**config.mk**
```make
export PLATFORM = sky130hd
export DESIGN_NAME = sbt_seq_trigger
export DESIGN_NICKNAME = d
export VERILOG_FILES = /design/src/sbt_pkg.sv /design/src/sbt_seq_trigger.sv /design/src/sbt_term_map.sv
export VERILOG_INCLUDE_DIRS = /design/src
export SDC_FILE = /design/constraint.sdc
export NUM_CORES = 1
export LEC_CHECK = 0
export BUFFER_PORTS_ARGS = -buffer_cell sky130_fd_sc_hd__buf_4
export CORE_MARGIN = 2
export CORE_UTILIZATION = 65
export CTS_CLUSTER_DIAMETER = 30
export DETAILED_ROUTE_END_ITERATION = 10
export PLACE_DENSITY = 0.85
export SYNTH_ARGS = -nofsm -noshare
export SYNTH_HDL_FRONTEND = slang
export SYNTH_SLANG_ARGS = --single-unit
export TNS_END_PERCENT = 5
```
**constraint.sdc**
```tcl
create_clock -name clk -period 13.3 [get_ports clk]
set_input_delay 1.33 -clock clk [delete_from_list [all_inputs] [get_ports clk]]
set_output_delay 1.33 -clock clk [all_outputs]
set_load 0.05 [all_outputs]
```
**src/sbt_cfg.svh**
```systemverilog
// Purpose: Constants for the sequential breakpoint trigger.
// Assumes: 125 MHz clock.
// Notes: Times in their own units, cycle counts derived.
`ifndef SBT_CFG_SVH
`define SBT_CFG_SVH

`define SBT_CLK_MHZ 125
`define SBT_US_CYCLES (`SBT_CLK_MHZ * 1)
`define SBT_NUM_BP 10
`define SBT_MAP_NONE 4'h0_00F
`define SBT_TRACE_EXT_CYCLES 128
`define SBT_PASS_MAX 8'h0_0FF
`define SBT_US_PER_MS 1000
`define SBT_US_PER_SEC 1000000
`define SBT_US_PER_MIN 60000000

`endif

```
**src/sbt_pkg.sv**
```systemverilog
// Purpose: Types for the sequential breakpoint trigger.
// Assumes: Nothing beyond the constants header.
// Notes: Term maps above nine mean unmapped.
package sbt_pkg;

  typedef enum logic [2:0] {
    SBT_COND_ANY = 3'h1,
    SBT_COND_AB_C = 3'h2,
    SBT_COND_ABC_D = 3'h3,
    SBT_COND_A_BC_D = 3'h4,
    SBT_COND_AB_C2_D = 3'h5,
    SBT_COND_TIMEOUT = 3'h6
  } sbt_cond_e;

  typedef struct packed {
    logic [3:0] map_a;
    logic [3:0] map_b;
    logic [3:0] map_c;
    logic [3:0] map_d;
  } sbt_map_s;

  typedef struct packed {
    logic [7:0] minutes;
    logic [5:0] seconds;
    logic [9:0] millis;
    logic [9:0] micros;
  } sbt_time_s;

  typedef struct packed {
    logic a;
    logic b;
    logic c;
    logic d;
  } sbt_terms_s;

endpackage : sbt_pkg

```
**src/sbt_seq_trigger.sv**
```systemverilog
// Purpose: Real-time sequential breakpoint trigger with pass count,
//   A-to-B timeout and post-trigger trace extension.
// Assumes: Matches are one-cycle pulses, settings steady while running.
// Notes: Outputs are registered.
`timescale 1ns/100ps
`default_nettype none
`include "sbt_cfg.svh"

module sbt_seq_trigger (
  // Clock and reset
  input wire logic clk,
  input wire logic rst_n,
  // Comparator matches
  input wire logic [9:0] bp_match,
  // Settings
  input wire logic seq_enable,
  input wire logic [2:0] cond_sel,
  input wire sbt_pkg::sbt_map_s term_map,
  input wire logic [7:0] pass_count,
  input wire logic trace_after,
  input wire sbt_pkg::sbt_time_s timeout,
  // Target control and trace
  output logic stop_req,
  output logic [9:0] bp_stop,
  output logic trace_run,
  output logic [1:0] arm_state,
  output logic [7:0] pass_left
);

  typedef enum logic [2:0] {
    SBT_IDLE = 3'b001,
    SBT_ARM1 = 3'b010,
    SBT_ARM2 = 3'b100
  } sbt_st_e;

  sbt_pkg::sbt_terms_s t;
  logic [9:0] solo;
  sbt_st_e st;
  sbt_st_e next_st;
  logic [7:0] pass_cnt;
  logic [7:0] trace_cnt;
  logic tracing;
  logic timing;
  logic [6:0] us_div;
  // Wide enough for 255 minutes counted in microseconds
  logic [39:0] us_cnt;

  sbt_term_map u_map (
    .bp_match(bp_match),
    .term_map(term_map),
    .seq_enable(seq_enable),
    .terms(t),
    .bp_solo(solo)
  );

  ////////////////////////////////////////////////////////////////////////
  // Condition decode

  wire is_to = (cond_sel == 3'(sbt_pkg::SBT_COND_TIMEOUT));
  wire [39:0] limit_us = 40'(timeout.minutes) * 40'(`SBT_US_PER_MIN)
                       + 40'(timeout.seconds) * 40'(`SBT_US_PER_SEC)
                       + 40'(timeout.millis) * 40'(`SBT_US_PER_MS)
                       + 40'(timeout.micros);
  wire us_tick = (us_div == 7'(`SBT_US_CYCLES - 1));
  wire to_hit = timing && !t.b && (us_cnt >= limit_us) && !t.a;
  // Pass count of zero behaves as one; timeout forces one
  wire [7:0] pass_load = (is_to || pass_count == 8'h0_000) ? 8'h0_001 : pass_count;
  wire st_idle = (st == SBT_IDLE);
  wire st_a1 = (st == SBT_ARM1);
  wire st_a2 = (st == SBT_ARM2);

  logic occur;
  always_comb begin
    next_st = st;
    occur = 1'b0;
    case (cond_sel)
      3'h1: begin
        occur = t.a | t.b | t.c | t.d;
      end
      3'h2: begin
        if (st_a1 && t.c) next_st = SBT_IDLE;
        else if (st_a1 && t.b) begin
          occur = 1'b1;
          next_st = SBT_IDLE;
        end else if (t.a) next_st = SBT_ARM1;
      end
      3'h3: begin
        if (!st_idle && t.d) next_st = SBT_IDLE;
        else if (st_a2 && t.c) begin
          occur = 1'b1;
          next_st = SBT_IDLE;
        end else if (st_a1 && t.b) next_st = SBT_ARM2;
        else if (st_idle && t.a) next_st = SBT_ARM1;
      end
      3'h4: begin
        if (st_a1 && t.d) next_st = SBT_IDLE;
        else if (st_a1 && (t.b || t.c)) begin
          occur = 1'b1;
          next_st = SBT_IDLE;
        end else if (t.a) next_st = SBT_ARM1;
      end
      3'h5: begin
        if (st_a1 && t.d) next_st = SBT_IDLE;
        else if (st_a1 && t.c) begin
          occur = 1'b1;
          next_st = SBT_IDLE;
        end else if (t.a || t.b) next_st = SBT_ARM1;
      end
      3'h6: begin
        occur = to_hit;
        next_st = SBT_IDLE;
      end
      default: begin
        next_st = SBT_IDLE;
      end
    endcase
    if (!seq_enable) begin
      next_st = SBT_IDLE;
      occur = 1'b0;
    end
  end

  // Timeout traps at once even if a larger count is still loaded
  wire trap = occur && (is_to || pass_cnt <= 8'h0_001);

  ////////////////////////////////////////////////////////////////////////
  // State, pass counter, timer

  always_ff @(posedge clk) begin
    if (!rst_n) begin
      st <= SBT_IDLE;
      pass_cnt <= 8'h0_001;
    end else begin
      st <= trap ? SBT_IDLE : next_st;
      if (!seq_enable || trap) pass_cnt <= pass_load;
      else if (occur) pass_cnt <= pass_cnt - 8'h0_001;
      else if (st_idle && pass_cnt == 8'h0_000) pass_cnt <= pass_load;
    end
  end

  always_ff @(posedge clk) begin
    if (!rst_n) begin
      timing <= 1'b0;
      us_div <= 7'h0_00;
      us_cnt <= 40'h00_0000_0000;
    end else if (!seq_enable || !is_to || trap || (timing && t.b && !t.a)) begin
      timing <= 1'b0;
      us_div <= 7'h0_00;
      us_cnt <= 40'h00_0000_0000;
    end else if (t.a) begin
      timing <= 1'b1;
      us_div <= 7'h0_00;
      us_cnt <= 40'h00_0000_0000;
    end else if (timing) begin
      us_div <= us_tick ? 7'h0_00 : us_div + 7'h0_01;
      if (us_tick) us_cnt <= us_cnt + 40'h00_0000_0001;
    end
  end

  ////////////////////////////////////////////////////////////////////////
  // Outputs and trace extension

  always_ff @(posedge clk) begin
    if (!rst_n) begin
      tracing <= 1'b0;
      trace_cnt <= 8'h0_000;
      trace_run <= 1'b1;
    end else if (trap && trace_after && !is_to) begin
      tracing <= 1'b1;
      trace_cnt <= 8'(`SBT_TRACE_EXT_CYCLES - 1);
      trace_run <= 1'b1;
    end else if (trap) begin
      tracing <= 1'b0;
      trace_run <= 1'b0;
    end else if (tracing) begin
      trace_cnt <= trace_cnt - 8'h0_001;
      if (trace_cnt == 8'h0_000) begin
        tracing <= 1'b0;
        trace_run <= 1'b0;
      end
    end
  end

  always_ff @(posedge clk) begin
    if (!rst_n) begin
      stop_req <= 1'b0;
      bp_stop <= 10'h0_000;
      arm_state <= 2'h0;
      pass_left <= 8'h0_001;
    end else begin
      stop_req <= trap;
      bp_stop <= solo;
      arm_state <= {st_a2, st_a1};
      pass_left <= pass_cnt;
    end
  end

  ////////////////////////////////////////////////////////////////////////
  // Checks

  a_disabled_quiet: assert property (@(posedge clk) disable iff (!rst_n)
    !seq_enable ##1 !seq_enable |=> !stop_req)
    else $error("Trap while disabled");

  a_any_fires: assert property (@(posedge clk) disable iff (!rst_n)
    (seq_enable && cond_sel == 3'h1 && (t.a || t.b) && pass_cnt == 8'h0_001) |=> stop_req)
    else $error("Condition one missed a match");

  a_unarmed_b: assert property (@(posedge clk) disable iff (!rst_n)
    (cond_sel == 3'h2 && st_idle) |-> !occur)
    else $error("Condition two fired unarmed");

  a_reset_clears: assert property (@(posedge clk) disable iff (!rst_n)
    (seq_enable && cond_sel == 3'h2 && st_a1 && t.c) |=> st_idle)
    else $error("Reset term did not clear arming");

  a_chain_step: assert property (@(posedge clk) disable iff (!rst_n)
    (seq_enable && cond_sel == 3'h3 && st_a1 && t.b && !t.d) |=> st_a2)
    else $error("Chain did not advance");

  a_trap_idle: assert property (@(posedge clk) disable iff (!rst_n)
    trap |=> st_idle && pass_cnt == $past(pass_load))
    else $error("No return to idle after trap");

  a_trace_freeze: assert property (@(posedge clk) disable iff (!rst_n)
    (trap && trace_after && !is_to) |=> trace_run [*8] ##121 !trace_run)
    else $error("Trace extension length wrong");

  a_timeout_trace: assert property (@(posedge clk) disable iff (!rst_n)
    (trap && is_to) |=> !trace_run)
    else $error("Timeout trap kept tracing");

  a_solo_masked: assert property (@(posedge clk) disable iff (!rst_n)
    (seq_enable && term_map.map_a == 4'h0) |=> !bp_stop[0])
    else $error("Mapped breakpoint stopped alone");

endmodule : sbt_seq_trigger
`default_nettype wire

```
**src/sbt_term_map.sv**
```systemverilog
// Purpose: Routes comparator matches onto the four sequence terms.
// Assumes: Matches are one-cycle pulses synchronous to clk.
// Notes: Purely combinational.
`timescale 1ns/100ps
`default_nettype none
`include "sbt_cfg.svh"

module sbt_term_map (
  // Comparator side
  input wire logic [9:0] bp_match,
  input wire sbt_pkg::sbt_map_s term_map,
  input wire logic seq_enable,
  // Sequence side
  output var sbt_pkg::sbt_terms_s terms,
  output logic [9:0] bp_solo
);

  wire [3:0] sel [4];
  wire [9:0] used [4];
  wire [3:0] hit;
  assign sel[0] = term_map.map_a;
  assign sel[1] = term_map.map_b;
  assign sel[2] = term_map.map_c;
  assign sel[3] = term_map.map_d;

  genvar i;
  generate
    for (i = 0; i < 4; i = i + 1) begin : g_term
      // Out-of-range index never matches
      assign hit[i] = (sel[i] < 4'(`SBT_NUM_BP)) ? bp_match[sel[i]] : 1'b0;
      assign used[i] = (sel[i] < 4'(`SBT_NUM_BP)) ? (10'h0_001 << sel[i]) : 10'h0_000;
    end
  endgenerate

  assign terms = {hit[0], hit[1], hit[2], hit[3]};
  // Mapped breakpoints are kept out of bp_solo only while the sequence is enabled
  assign bp_solo = bp_match & ~(seq_enable ? (used[0] | used[1] | used[2] | used[3]) : 10'h0_000);

endmodule : sbt_term_map
`default_nettype wire

```
* Yosys cells after proc, flatten, opt, wreduce, memory -nomap -nowiden
Index checks and enable logic that the tools add are counted.
** Word-level totals
- Output and inout port bits :: 22
- Bits in registers :: 90
- Input bits :: 75
** Cells by class
- Reductions and logical operators :: 45
- Shift operators :: 4
- Muxes and demuxes :: 55
- $lt $le $gt $ge :: 10
- Multiply operators :: 3
- Bitwise logic cells :: 12
- Equality and inequality tests :: 13
- Add/subtract/negate cells :: 7
** Operator list (count)
- $mux 10 :: 5
- $add 40x1->40 const B :: 1
- $ge 40x37->1 :: 1
- $shl 1x4->10 const A :: 4
- $add 36x10->37 :: 1
- $add 35x20->36 :: 1
- $mux 3 :: 12
- $add 34x26->35 :: 1
- $mux 8 :: 4
- $or 10x10->10 :: 3
- $mux 7 :: 4
- $mul 8x18->26 const B :: 1
- $logic_not 8->1 :: 3
- $mux 1 :: 24
- $lt 4x5->1 const B :: 4
- $mul 6x14->20 const B :: 1
- $mul 10x7->17 const B :: 1
- $bmux 1 s4 :: 4
- $logic_and 1x1->1 :: 16
- $lt 4x4->1 const B :: 4
- $sub 8x1->8 const B :: 2
- $pmux 3 s5 :: 1
- $eq 3x3->1 const B :: 4
- $and 10x10->10 :: 1
- other kinds (20) :: 46

* Longest topological paths before layout
Gate-level depths: netlist of run 1.
- Depth after elaboration :: 14
- Gate-level depth with buffers :: 41
- Gate-level depth less buffers :: 39

* By module
From an unflattened synthesis of run 1, not the netlist that was laid out.
** Unflattened totals
- Cell total of the unflattened synthesis :: 1490
- Area, all modules :: 12773.5 um^2
** By module, submodules not included
- sbt_seq_trigger :: times used 1, cells each 1386, area an instance 11990.2 um^2, sequential area each 1801.7 um^2
- sbt_term_map :: times used 1, cells each 104, area an instance 783.3 um^2, sequential area each 0.0 um^2

* Worst setup path before layout of run 1
OpenSTA, ideal clock, no wires.
- Kind :: input to register
- From :: input timeout[10] (netlist name)
- To :: register pass_cnt[2]
- Setup time :: 0.137 ns
- Cell stages on the path :: 37
- Data arrival time :: 9.253 ns
- Path slack :: 3.909 ns
- Required time :: 13.163 ns
- Cells stage by stage :: fa_1 -> fa_1 -> inv_1 -> fa_1 -> fa_1 -> inv_1 -> ha_1 -> inv_1 -> o21ai_0 -> a21o_1 -> a21oi_1 -> o211ai_1 -> a31o_2 -> a21oi_1 -> xnor2_1 -> fa_1 -> ha_1 -> ha_1 -> a21o_1 -> a21oi_1 -> o2111ai_1 -> a31oi_1 -> o31ai_1 -> a211oi_1 -> and3b_1 -> xnor2_1 -> ha_1 -> a21oi_1 -> o211ai_1 -> a211oi_1 -> o211ai_1 -> o31ai_1 -> nand3_4 -> or3_1 -> clkbuf_1 -> nor2_1 -> a2111oi_2
** On the way
- Word-level cells in the longest chain between the ends :: 11
- Elaborated cells between the ends (all ways) :: 13
- Those cells by class :: add/sub: 2; mul: 1; order compare: 1; mux: 4; reduce/logical: 5
** Ends and longest elaborated chain
- start: declaration :: line sbt_seq_trigger.sv:21 : input wire sbt_pkg::sbt_time_s timeout,
- $mul 10x7->17 (*) :: line sbt_seq_trigger.sv:62 : + 40'(timeout.millis) * 40'(`SBT_US_PER_MS)
- $add 35x20->36 (*) :: line sbt_seq_trigger.sv:60 : wire [39:0] limit_us = 40'(timeout.minutes) * 40'(`SBT_US_PER_MIN)
- $add 36x10->37 (*) :: line sbt_seq_trigger.sv:60
- $ge 40x37->1 (*) :: line sbt_seq_trigger.sv:65 : wire to_hit = timing && !t.b && (us_cnt >= limit_us) && !t.a;
- $logic_and 1x1->1 (*) (2 in a row) :: line sbt_seq_trigger.sv:65
- $pmux 1 s6 (*) :: line sbt_seq_trigger.sv:76 : case (cond_sel)
- $mux 1 (*) :: line sbt_seq_trigger.sv:117 : if (!seq_enable) begin
- $logic_and 1x1->1 :: line sbt_seq_trigger.sv:124 : wire trap = occur && (is_to || pass_cnt <= 8'h0_001);
- $logic_or 1x1->1 :: line sbt_seq_trigger.sv:135 : if (!seq_enable || trap) pass_cnt <= pass_load;
- $reduce_bool 3->1 (no source line) or $mux 8 (tied branches)
- end signal: assignment :: line sbt_seq_trigger.sv:135
- end signal: assignment :: line sbt_seq_trigger.sv:136 : else if (occur) pass_cnt <= pass_cnt - 8'h0_001;
- end signal: assignment :: line sbt_seq_trigger.sv:137 : else if (st_idle && pass_cnt == 8'h0_000) pass_cnt <= pass_load;
- end: declaration :: line sbt_seq_trigger.sv:40 : logic [7:0] pass_cnt;
Every way passes the cells marked *; elsewhere a longest branch is shown, timed or not.
A chain may end at the register's enable or synchronous reset.

* Worst setup path after layout of run 1
- From :: input timeout[10] (netlist name)
- To :: register st[0]
** On the way
- Word-level cells in the longest chain between the ends :: 10
** Ends and longest elaborated chain
- $mul 10x7->17 :: line sbt_seq_trigger.sv:62
- $add 35x20->36 :: line sbt_seq_trigger.sv:60
- $add 36x10->37 :: line sbt_seq_trigger.sv:60
- $ge 40x37->1 :: line sbt_seq_trigger.sv:65
- $logic_and 1x1->1 (2 in a row) :: line sbt_seq_trigger.sv:65
- $pmux 1 s6 :: line sbt_seq_trigger.sv:76
- $mux 1 :: line sbt_seq_trigger.sv:117
- $logic_and 1x1->1 :: line sbt_seq_trigger.sv:124
- $reduce_or 3->1 (no source line)
- end signal: assignment :: line sbt_seq_trigger.sv:134 : st <= trap ? SBT_IDLE : next_st;
- end: declaration :: line sbt_seq_trigger.sv:38 : sbt_st_e st;
Every way passes these cells.

==> results of run 1 <==
-- how the worst min path moves through the flow --
stage / startpoint / to / slack [ns] / depth (start not counted)
after floorplan: us_div[6]$_SDFFE_PP0P_ / us_div[6]$_SDFFE_PP0P_ / 0.44 / 2
after global placement: us_div[6]$_SDFFE_PP0P_ / us_div[6]$_SDFFE_PP0P_ / 0.44 / 2
after detailed placement: us_div[6]$_SDFFE_PP0P_ / us_div[6]$_SDFFE_PP0P_ / 0.45 / 2
after CTS: us_div[6]$_SDFFE_PP0P_ / us_div[6]$_SDFFE_PP0P_ / 0.46 / 2
after global routing: us_div[6]$_SDFFE_PP0P_ / us_div[6]$_SDFFE_PP0P_ / 0.50 / 2
final: us_div[6]$_SDFFE_PP0P_ / us_div[6]$_SDFFE_PP0P_ / 0.46 / 2
-- cell families (layout without fill, tap and decap cells) --
kind of cell	Yosys count	count (layout)	share of synthesized area, %
simple gates	420	420	16.6
fa+ha+maj	315	315	36.2
compound gates	273	273	14.8
buf+inv	236	323	7.31
xor+xnor	115	115	8.00
flops	90	90	14.3
mux	25	25	2.78
-- worst min-delay path: stages (launching register included) --
cell and delay (ns):
dfxtp_1 0.32, nand2_1 0.05, a21oi_1 0.05
-- metal layers --
layer	GRT usage, %	part of all wire [%]	vias up
li1	-	-	5280
met1	37.6	46	5061
met2	48.8	49	269
met3	3.25	4.0	45
met4	5.84	1.7	0
met5	0	0	-
-- flip-flops by register name (all words and copies together), names as in the netlist, 2 cells and up --
signal     flops
bp_stop       10
us_cnt        40
trace_cnt      8
us_div         7
st             3
pass_cnt       8
pass_left      8
arm_state      2
-- area by class of cell --
type,instances,area [µm²],share of cell area (%)
multi-input cells,1148,9870,71.3
well taps,260,325,2.35
clock inverters,6,96.3,0.695
repair buffers,98,736,5.31
inverters,209,785,5.66
flip-flops and latches,90,1800,13.0
clock buffers,10,239,1.72
-- metrics by stage --
stage | std cells | worst slack, ns | util [%] | hold WS (ns) | area [µm²]
floorplan | 1474 | 3.91 | - | 0.435 | 12600
global placement | 1805 | 2.82 | 71.8 | 0.444 | 13500
detailed placement | 1805 | 2.51 | 71.8 | 0.453 | 13500
CTS | 1821 | 2.85 | 73.6 | 0.462 | 13900
global route | 1821 | 1.92 | 73.6 | 0.498 | 13900
finish | 1821 | 2.77 | 73.6 | 0.461 | 13900
-- cells in the final DEF (no fill, tap or decap), types with 8 or more instances in the layout --
| master | Yosys | layout |
|---|---|---|
| ha_1 | 233 | 233 |
| inv_1 | 209 | 209 |
| nor2_1 | 123 | 123 |
| buf_4 | 1 | 98 |
| dfxtp_1 | 90 | 90 |
| fa_1 | 82 | 82 |
| nand2_1 | 80 | 80 |
| a21oi_1 | 72 | 72 |
| xnor2_1 | 63 | 63 |
| xor2_1 | 52 | 52 |
| o21ai_0 | 44 | 44 |
| nand3_1 | 41 | 41 |
| nor3_1 | 34 | 34 |
| a21o_1 | 25 | 25 |
| nor2b_1 | 21 | 21 |
| nand2b_1 | 21 | 21 |
| nand4_1 | 18 | 18 |
| and2_1 | 17 | 17 |
| and3_1 | 17 | 17 |
| mux2i_1 | 17 | 17 |
| o21a_1 | 15 | 15 |
| nor4_1 | 13 | 13 |
| a211oi_1 | 12 | 12 |
| clkbuf_16 | 0 | 9 |
| or2_2 | 8 | 8 |
| mux4_2 | 8 | 8 |
==> run_results.csv, run 1 <==
group,metric,value,unit
sta,tightest_slew,1.02,ns
drt,drc,0,
clocking,cts.sinks,90,
clocking,clk_latency,0.35,ns
floorplanning,dieWidth,143,µm
floorplanning,num_rows,50,
drt,vias,10700,
yosys,synthArstFlopShare,0,%
worst_setup_path,reg2reg_to,"trace_cnt[2]$_SDFFE_PN0P_",
yosys,ys_top_cells_by_count,"233 x ha_1, 209 x inv_1, 123 x nor2_1, 90 x dfxtp_1, 82 x fa_1",
worst_setup_path,cp_num_cells,38,
place,port-buffer-count,96,
global_route,grt_max_degree,48,
yosys,yosysMostFrequentCell,"ha_1",
sta,slew_viol_final,0,
yosys,synth_flop_cell,"dfxtp_1",
job,drv_cap,0,
worst_setup_path,cp_slowest_stage_delay,0.70,ns
global_route,grt_overflow,0,
clocking,cts_hold_buf,0,
global_route,grt_pass1_vias,10500,
worst_setup_path,crit_family,"compound AO/OA/AOI/OAI gates",
sta,slew_headroom,31.7,%
yosys,synth_seq_cells,90,
yosys,synth-edff-count,0,
worst_setup_path,crit_path_start_kind,"input port",
clocking,cts_buffers,9,
drt,drt_wl_total,27600,µm
yosys,synthDistinctLibCells,73,
global_route,grt_pass1_wl,47500,µm
place,hpwlAfterDp,22900,µm
floorplanning,dieArea,20500,µm²
floorplanning,ios,97,
worst_setup_path,worstPathMaxFanout,19,
worst_setup_path,regToRegSetupSlack,9.84,ns
layout,final.fill_count,1438,
drt,dr.pass1.iters,6,
sta,finalSetupTns,0,ns
yosys,synth_area,12600,µm²
worst_setup_path,critical_path_buf_inv_count,4,
yosys,syn_nets,1864,
worst_setup_path,crit_path_frequent_cell,"fa_1",
clocking,cts.repair.resized,0,
worst_setup_path,r2r_start,"us_cnt[23]$_SDFFE_PP0P_",
worst_setup_path,cp-startpoint,"timeout[10]",
layout,drive_gt1_share,8.97,%
sta,hold_viol,0,
place,routabilityCongestion,0.948,
global_route,grt_use_total,28.0,%
worst_setup_path,rr_worst_depth,10,
global_route,antenna_found_initial,0,
clocking,cts_tree,"built",
floorplanning,initial_core_util,66.9,%
yosys,synthCells,1474,
sta,period_needed,10.53,ns
worst_hold_path,worstHoldPathType,"reg -> reg",
layout,n_antenna_cell,0,
yosys,synth.area.top_cells,"ha_1 23%, dfxtp_1 14%, fa_1 13%",
drt,detail-route-antenna-nets,0,
layout,finalNetCount,1946,
drt,wl_per_cell,15.2,µm
worst_setup_path,end_kind,"flip-flop",
clocking,clkSlewWorstSetupHoldPaths,0.07,ns
clocking,htree_levels,3,
drt,routed_via_density,5.85,
worst_setup_path,crit_type,"in -> reg",
clocking,ctsRootBufferMaster,"clkbuf_16",
sta,skew,0.0114,ns
floorplanning,core,18800,µm²
yosys,ys_warn_count,0,
clocking,post_cts_buffers,0,
worst_setup_path,crit_end,"st[0]$_SDFFE_PP1P_",
floorplanning,fp.dieH,143,µm
sta,clock.fmax,94.9,MHz
sta,setup_viol,0,
yosys,yosysTopAreaCell,"ha_1",
drt,drt_iter0_drc,631,
sta,fin_crit_sh,79.2,%
yosys,syn_avg_cell_area,8.54,µm²
worst_setup_path,cp_data_arrival_time,10.76,ns
layout,syn2layout_area_growth,10.0,%
worst_setup_path,critical-path-slowest-cell,"nand3_1",
clocking,cts_buffer_depth,2,
yosys,synth_top_area_share,23.1,%
worst_setup_path,cp.required,13.53,ns
yosys,yosysSeqAreaShare,14.3,%
sta,rsz0062_at_grt,"no",
run_status,status,"finished, final reports clean",
Power of run 1 is left out: the tool's default activity adds up to more than one toggle a clock period on the data nets, which glitch-free logic cannot reach.
==> run 2: changes to the inputs <==
- ABC_AREA: default -> 1
- CORE_UTILIZATION: 65 -> 63
- PLACE_DENSITY: 0.85 -> 0.83
- clock period: 13.3 -> 9.8 ns (I/O delays scaled with it)
==> run 2 against run 1 <==
Effect of this change: die area rose by 9.7%; critical path type unchanged; register-to-register slack worse by 2.8 ns; largest cell class unchanged; final cell count rose by 22%; final area grew 7.6%; global-route usage is 0.64 points higher.
==> run_results.csv, run 2 <==
group,metric,value,unit
floorplanning,num_rows,53,
floorplanning,ios,97,
layout,fin_area,14900,µm²
job,drv_cap,0,
global_route,busiest_layer,"met2",
worst_setup_path,critical-path-slowest-cell,"fa_1",
layout,largestRegisters,"us_cnt x40, bp_stop x10",
clocking,clkSlewWorstSetupHoldPaths,0.07,ns
place,routabilityCongestion,0.933,
global_route,grt.met2_usage,47.6,%
worst_setup_path,regToRegSetupSlack,7.05,ns
yosys,synth_seq_cells,90,
yosys,yosysSeqAreaShare,13.4,%
yosys,synth_area,13400,µm²
layout,top_register,"us_cnt",
global_route,met3_usage,4.88,%
global_route,grt_pass1_vias,11600,
worst_setup_path,worstPathMaxFanout,21,
drt,detail-route-antenna-nets,0,
place,place_inst,2195,
drt,drt_wl_total,32000,µm
worst_setup_path,r2r_start,"us_div[2]$_SDFFE_PP0P_",
yosys,syn_nets,2224,
yosys,synth_top_area_share,21.7,%
worst_setup_path,reg2reg_to,"us_cnt[36]$_SDFFE_PP0P_",
drt,vias,12200,
worst_setup_path,cp_slowest_stage_delay,0.58,ns
yosys,synthCells,1834,
worst_hold_path,worstHoldPathType,"reg -> reg",
sta,slew_headroom,61.0,%
floorplanning,fp.dieH,150,µm
clocking,cts_buffers,9,
worst_setup_path,cp-startpoint,"timeout[13]",
global_route,grt_max_degree,26,
worst_setup_path,crit_path_start_kind,"input port",
layout,syn2layout_area_growth,11.0,%
yosys,ys_top_cells_by_count,"340 x nand2_1, 334 x inv_1, 233 x ha_1, 156 x nor2_1, 105 x a21oi_1",
yosys,yosys.area_share.adder,33.9,%
global_route,antenna_found_initial,0,
floorplanning,core,21000,µm²
layout,largest_register_ffs,40,
layout,final_common_cell,"nand2_1",
drt,dr.pass1.iters,8,
yosys,ys_warn_count,0,
drt,routed_via_density,5.50,
drt,wl_per_cell,14.4,µm
yosys,synth_flop_cell,"dfxtp_1",
place,hpwlAfterDp,27100,µm
worst_setup_path,crit_path_frequent_cell,"nand2_1",
layout,finalNetCount,2327,
place,place_area,14400,µm²
floorplanning,dieWidth,150,µm
worst_setup_path,rr_worst_depth,12,
yosys,synth_mux_area_share,0.0745,%
yosys,syn_avg_cell_area,7.32,µm²
clocking,clk_latency,0.34,ns
yosys,synth-xor-area-share,7.89,%
run_status,status,"finished, final reports clean",
yosys,synth_simple_gate_area_share,24.6,%
sta,tightest_slew,0.580,ns
clocking,cts_tree,"built",
sta,hold_viol,0,
yosys,synthArstFlopShare,0,%
layout,layout.cells.non_filler,2217,
global_route,grt_overflow,0,
yosys,synth_compound_area_share,9.49,%
global_route,grt_pass1_wl,53100,µm
sta,skew,0.00855,ns
worst_setup_path,cp_data_arrival_time,9.69,ns
sta,fin_crit_sh,96.1,%
yosys,yosysTopAreaCell,"ha_1",
clocking,cts.sinks,90,
clocking,cts_buffer_depth,2,
drt,drc,0,
global_route,grt_use_total,28.7,%
worst_setup_path,cp.required,10.08,ns
sta,period_needed,9.41,ns
yosys,synth-edff-count,0,
worst_setup_path,end_kind,"flip-flop",
layout,drive_gt1_share,10.1,%
worst_setup_path,crit_end,"us_cnt[32]$_SDFFE_PP0P_",
clocking,ctsRootBufferMaster,"clkbuf_16",
layout,final_cell_mix,"337 x nand2_1, 332 x inv_1, 233 x ha_1, 156 x nor2_1, 106 x buf_4",
sta,slew_viol_final,0,
floorplanning,dieArea,22500,µm²
place,port-buffer-count,96,
yosys,synthDistinctLibCells,49,
sta,setup_viol,0,
sta,clock.fmax,106,MHz
floorplanning,initial_core_util,64.1,%
yosys,synth.area.top_cells,"ha_1 22%, dfxtp_1 13%, fa_1 12%",
drt,drt_iter0_drc,885,
worst_setup_path,crit_type,"in -> reg",
yosys,synth_top_family_by_area,"adder cells",
layout,n_antenna_cell,0,
yosys,yosysMostFrequentCell,"nand2_1",
clocking,htree_levels,3,
global_route,use_met1,39.3,%
[run 2: cell families after synthesis]
kind of cell | after synthesis
multiplexers | 1
AO/OA/AOI/OAI | 225
XOR/XNOR | 121
flip-flops | 90
adder cells (fa/ha/maj) | 315
AND/OR/NAND/NOR | 725
buffers and inverters | 357
[run 2: stage by stage]
step / TNS (ns) / hold slack (ns) / utilization [%] / setup slack (ns)
after global placement: 0 / 0.449 / 68.9 / 0.166
after detailed placement: -7.11 / 0.470 / 68.9 / -0.210
after floorplan: 0 / 0.438 / - / 0.915
final: 0 / 0.480 / 71.1 / 0.387
after global routing: -2.99 / 0.507 / 71.1 / -0.0912
after CTS: 0 / 0.482 / 70.4 / 0.130
[run 2: cell type report]
class | count | area, µm²
timing repair buffer | 109 | 856
inverter | 340 | 1280
multi-input combinational | 1387 | 10300
sequential | 90 | 1800
tap | 275 | 344
fill | 1730 | 6050
clock buffer | 11 | 243
clock inverter | 5 | 61.3
[run 2: how the worst min path moves through the flow]
stage / cells past startpoint / startpoint / endpoint
floorplan: 2 / pass_cnt[1]$_SDFFE_PN0P_ / pass_left[1]$_SDFF_PN0_
global placement: 2 / trace_cnt[7]$_SDFFE_PP0P_ / trace_cnt[7]$_SDFFE_PP0P_
detailed placement: 2 / trace_cnt[7]$_SDFFE_PP0P_ / trace_cnt[7]$_SDFFE_PP0P_
CTS: 2 / trace_cnt[7]$_SDFFE_PP0P_ / trace_cnt[7]$_SDFFE_PP0P_
global route: 2 / trace_cnt[7]$_SDFFE_PP0P_ / trace_cnt[7]$_SDFFE_PP0P_
finish: 2 / pass_cnt[5]$_SDFFE_PN0P_ / pass_left[5]$_SDFF_PN0_
[run 2: timing repair]
| item | in CTS | in global routing |
|---|---|---|
| gates resized for setup | 0 | 28 |
| endpoints found under the setup margin | 0 | 68 |
| setup buffers | 0 | 6 |
| hold buffers | 0 | 0 |
[run 2: critical path: cells and delay by family]
kind | cells | cell delay (ns)
AOI/OAI and AO/OA | 11 | 1.49
xor gates and xnor gates | 2 | 0.37
adders and majority gates | 9 | 3.77
buffers and inverters | 7 | 0.83
and+or+nand+nor | 18 | 2.25
[run 2: metal layers]
| layer | routed length, µm | share of wire [%] |
|---|---|---|
| met2 | 15000 | 47 |
| met4 | 625 | 2.0 |
| met3 | 1800 | 5.6 |
| met5 | 0 | 0 |
| met1 | 14600 | 46 |
Power of run 2 is left out for the same reason.
==> run 3: changes to the inputs <==
- CORE_UTILIZATION: 63 -> 64
- CTS_BUF_LIST: default -> sky130_fd_sc_hd__clkbuf_8
- PLACE_DENSITY: 0.83 -> 0.84
- SYNTH_HIERARCHICAL: default -> 1
==> run 3 against run 2 <==
Effect of this change: final cell count rose by 2.5%; die area grew 1.3%; critical path depth unchanged; largest cell class unchanged; highest routed layer unchanged.
==> run_results.csv, run 3 <==
group,metric,value,unit
clocking,ctsRootBufferMaster,"clkbuf_8",
global_route,grt_use_total,28.4,%
yosys,ys_warn_count,6,
sta,slew_headroom,61.3,%
layout,drive_gt1_share,11.4,%
drt,drt_wl_total,31600,µm
yosys,synth-edff-count,0,
drt,drt_iter0_drc,736,
layout,final.fill_count,1704,
yosys,synth_flop_cell,"dfxtp_1",
yosys,synth_seq_cells,90,
worst_setup_path,cp_data_arrival_time,9.36,ns
yosys,synthArstFlopShare,0,%
worst_setup_path,worstPathMaxFanout,13,
worst_setup_path,cp.required,10.06,ns
clocking,cts.sinks,90,
layout,largest_register_ffs,40,
sta,hold_viol,0,
clocking,cts_buffer_depth,2,
layout,top_register,"us_cnt",
run_status,status,"finished, final reports clean",
layout,syn2layout_area_growth,8.95,%
job,drv_cap,0,
clocking,cts_tree,"built",
sta,setup_viol,0,
place,port-buffer-count,96,
place,hpwlAfterDp,27000,µm
yosys,yosysTopAreaCell,"ha_1",
yosys,synthDistinctLibCells,57,
sta,skew,0.0145,ns
drt,drc,0,
drt,dr.pass1.iters,5,
global_route,grt_pass1_wl,52900,µm
sta,clock.fmax,110,MHz
clocking,clk_latency,0.37,ns
yosys,syn_avg_cell_area,7.31,µm²
clocking,htree_levels,3,
worst_hold_path,worstHoldPathType,"reg -> reg",
sta,rsz0062_at_grt,"no",
sta,slew_viol_final,0,
worst_setup_path,regToRegSetupSlack,7.13,ns
yosys,synth_top_area_share,21.1,%
floorplanning,fp.dieH,151,µm
global_route,grt_pass1_vias,11700,
floorplanning,initial_core_util,65.6,%
floorplanning,dieWidth,151,µm
worst_setup_path,crit_type,"in -> reg",
layout,final_common_cell,"nand2_1",
drt,detail-route-antenna-nets,0,
yosys,synth_area,13800,µm²
yosys,synthCells,1892,
global_route,antenna_found_initial,0,
drt,routed_via_density,5.43,
drt,wl_per_cell,13.9,µm
floorplanning,dieArea,22800,µm²
global_route,grt_overflow,0,
sta,finalSetupTns,0,ns
clocking,cts_buffers,9,
sta,period_needed,9.10,ns
drt,vias,12300,
sta,tightest_slew,0.576,ns
layout,final_cell_mix,"359 x nand2_1, 345 x inv_1, 233 x ha_1, 165 x nor2_1, 102 x buf_4",
layout,largestRegisters,"us_cnt x40, bp_stop x10",
yosys,yosysSeqAreaShare,13.0,%
floorplanning,num_rows,53,
worst_setup_path,crit_path_start_kind,"input port",
place,routabilityCongestion,0.973,
yosys,syn_nets,2282,
worst_setup_path,critical-path-slowest-cell,"fa_1",
floorplanning,core,21100,µm²
sta,fin_crit_sh,92.9,%
worst_setup_path,end_kind,"flip-flop",
clocking,clkSlewWorstSetupHoldPaths,0.09,ns
global_route,grt_max_degree,33,
yosys,synth.area.top_cells,"ha_1 21%, dfxtp_1 13%, fa_1 12%",
worst_setup_path,cp_slowest_stage_delay,0.53,ns
floorplanning,ios,97,
layout,finalNetCount,2382,
yosys,ys_top_cells_by_count,"359 x nand2_1, 345 x inv_1, 233 x ha_1, 165 x nor2_1, 100 x nand3_1",
yosys,yosysMostFrequentCell,"nand2_1",
layout,n_antenna_cell,0,
[run 3: changes by cell type after synthesis, sizes merged, moves of 5 or more]
cell    previous run  this run
nand3             92       108
nor2             191       223
nor3              46        35
nor4              16        21
o21ai             58        43
a21oi            105       100
nand4             26        31
nand2            341       368
inv              340       358
o211ai            10         5
[run 3: cells by family (layout without fill, tap and decap cells)]
| family | Yosys count | count (layout) | share of synthesized area [%] |
|---|---|---|---|
| adders and majority gates | 315 | 315 | 33.0 |
| buffers and inverters | 375 | 480 | 10.7 |
| AOI/OAI and AO/OA | 192 | 192 | 7.89 |
| muxes | 1 | 1 | 0.0724 |
| xor gates and xnor gates | 120 | 120 | 7.66 |
| DFF | 90 | 90 | 13.0 |
| and+or+nand+nor | 799 | 799 | 27.7 |
[run 3: stage by stage]
stage               cell area [µm²]  cells  util [%]  hold WS, ns  setup WS, ns
finish                        15100   2272      71.4        0.486         0.700
global route                  15100   2272      71.4        0.511        0.0461
CTS                           15000   2268      71.2        0.487         0.470
detailed placement            14800   2252      70.3        0.472         0.122
global placement              14800   2252      70.3        0.467         0.400
floorplan                     13800   1892         -        0.438          1.33
[run 3: layer usage]
metal | vias up | part of all wire (%) | GRT usage (%)
li1 | 6263 | - | -
met1 | 5672 | 45 | 37.9
met2 | 342 | 48 | 48.9
met3 | 50 | 5.0 | 3.89
met4 | 0 | 1.9 | 6.36
met5 | - | 0 | 0
[run 3: repair_timing]
item,CTS,global route
hold buffers,0,0
endpoints found under the setup margin,0,51
resized for setup,0,4
buffers inserted,0,4
[run 3: final timing paths]
check,start,to,cells after the start
worst min register to register,st[1]$_SDFFE_PP0P_,st[1]$_SDFFE_PP0P_,2
worst max register to register,us_cnt[6]$_SDFFE_PP0P_,us_cnt[31]$_SDFFE_PP0P_,15
worst max-delay path,timeout[10],us_cnt[31]$_SDFFE_PP0P_,47
worst min-delay path,st[1]$_SDFFE_PP0P_,st[1]$_SDFFE_PP0P_,2
[run 3: final cells by class]
cell class / count / area (µm²) / area share [%]
clock buffer: 9 / 124 / 0.822
clock inverter: 7 / 76.3 / 0.507
inverter: 360 / 1360 / 9.03
multi-input combinational: 1427 / 10600 / 70.0
sequential: 90 / 1800 / 12.0
tap: 275 / 344 / 2.28
timing repair buffer: 104 / 806 / 5.35
[run 3: worst max-delay path: cells and delay by family]
kind            cells  cell delay [ns]
compound gates      8             1.31
buf+inv             9             0.92
xor+xnor            2             0.32
fa+ha+maj           9             3.85
simple gates       19             1.98
Power of run 3 is left out for the same reason.
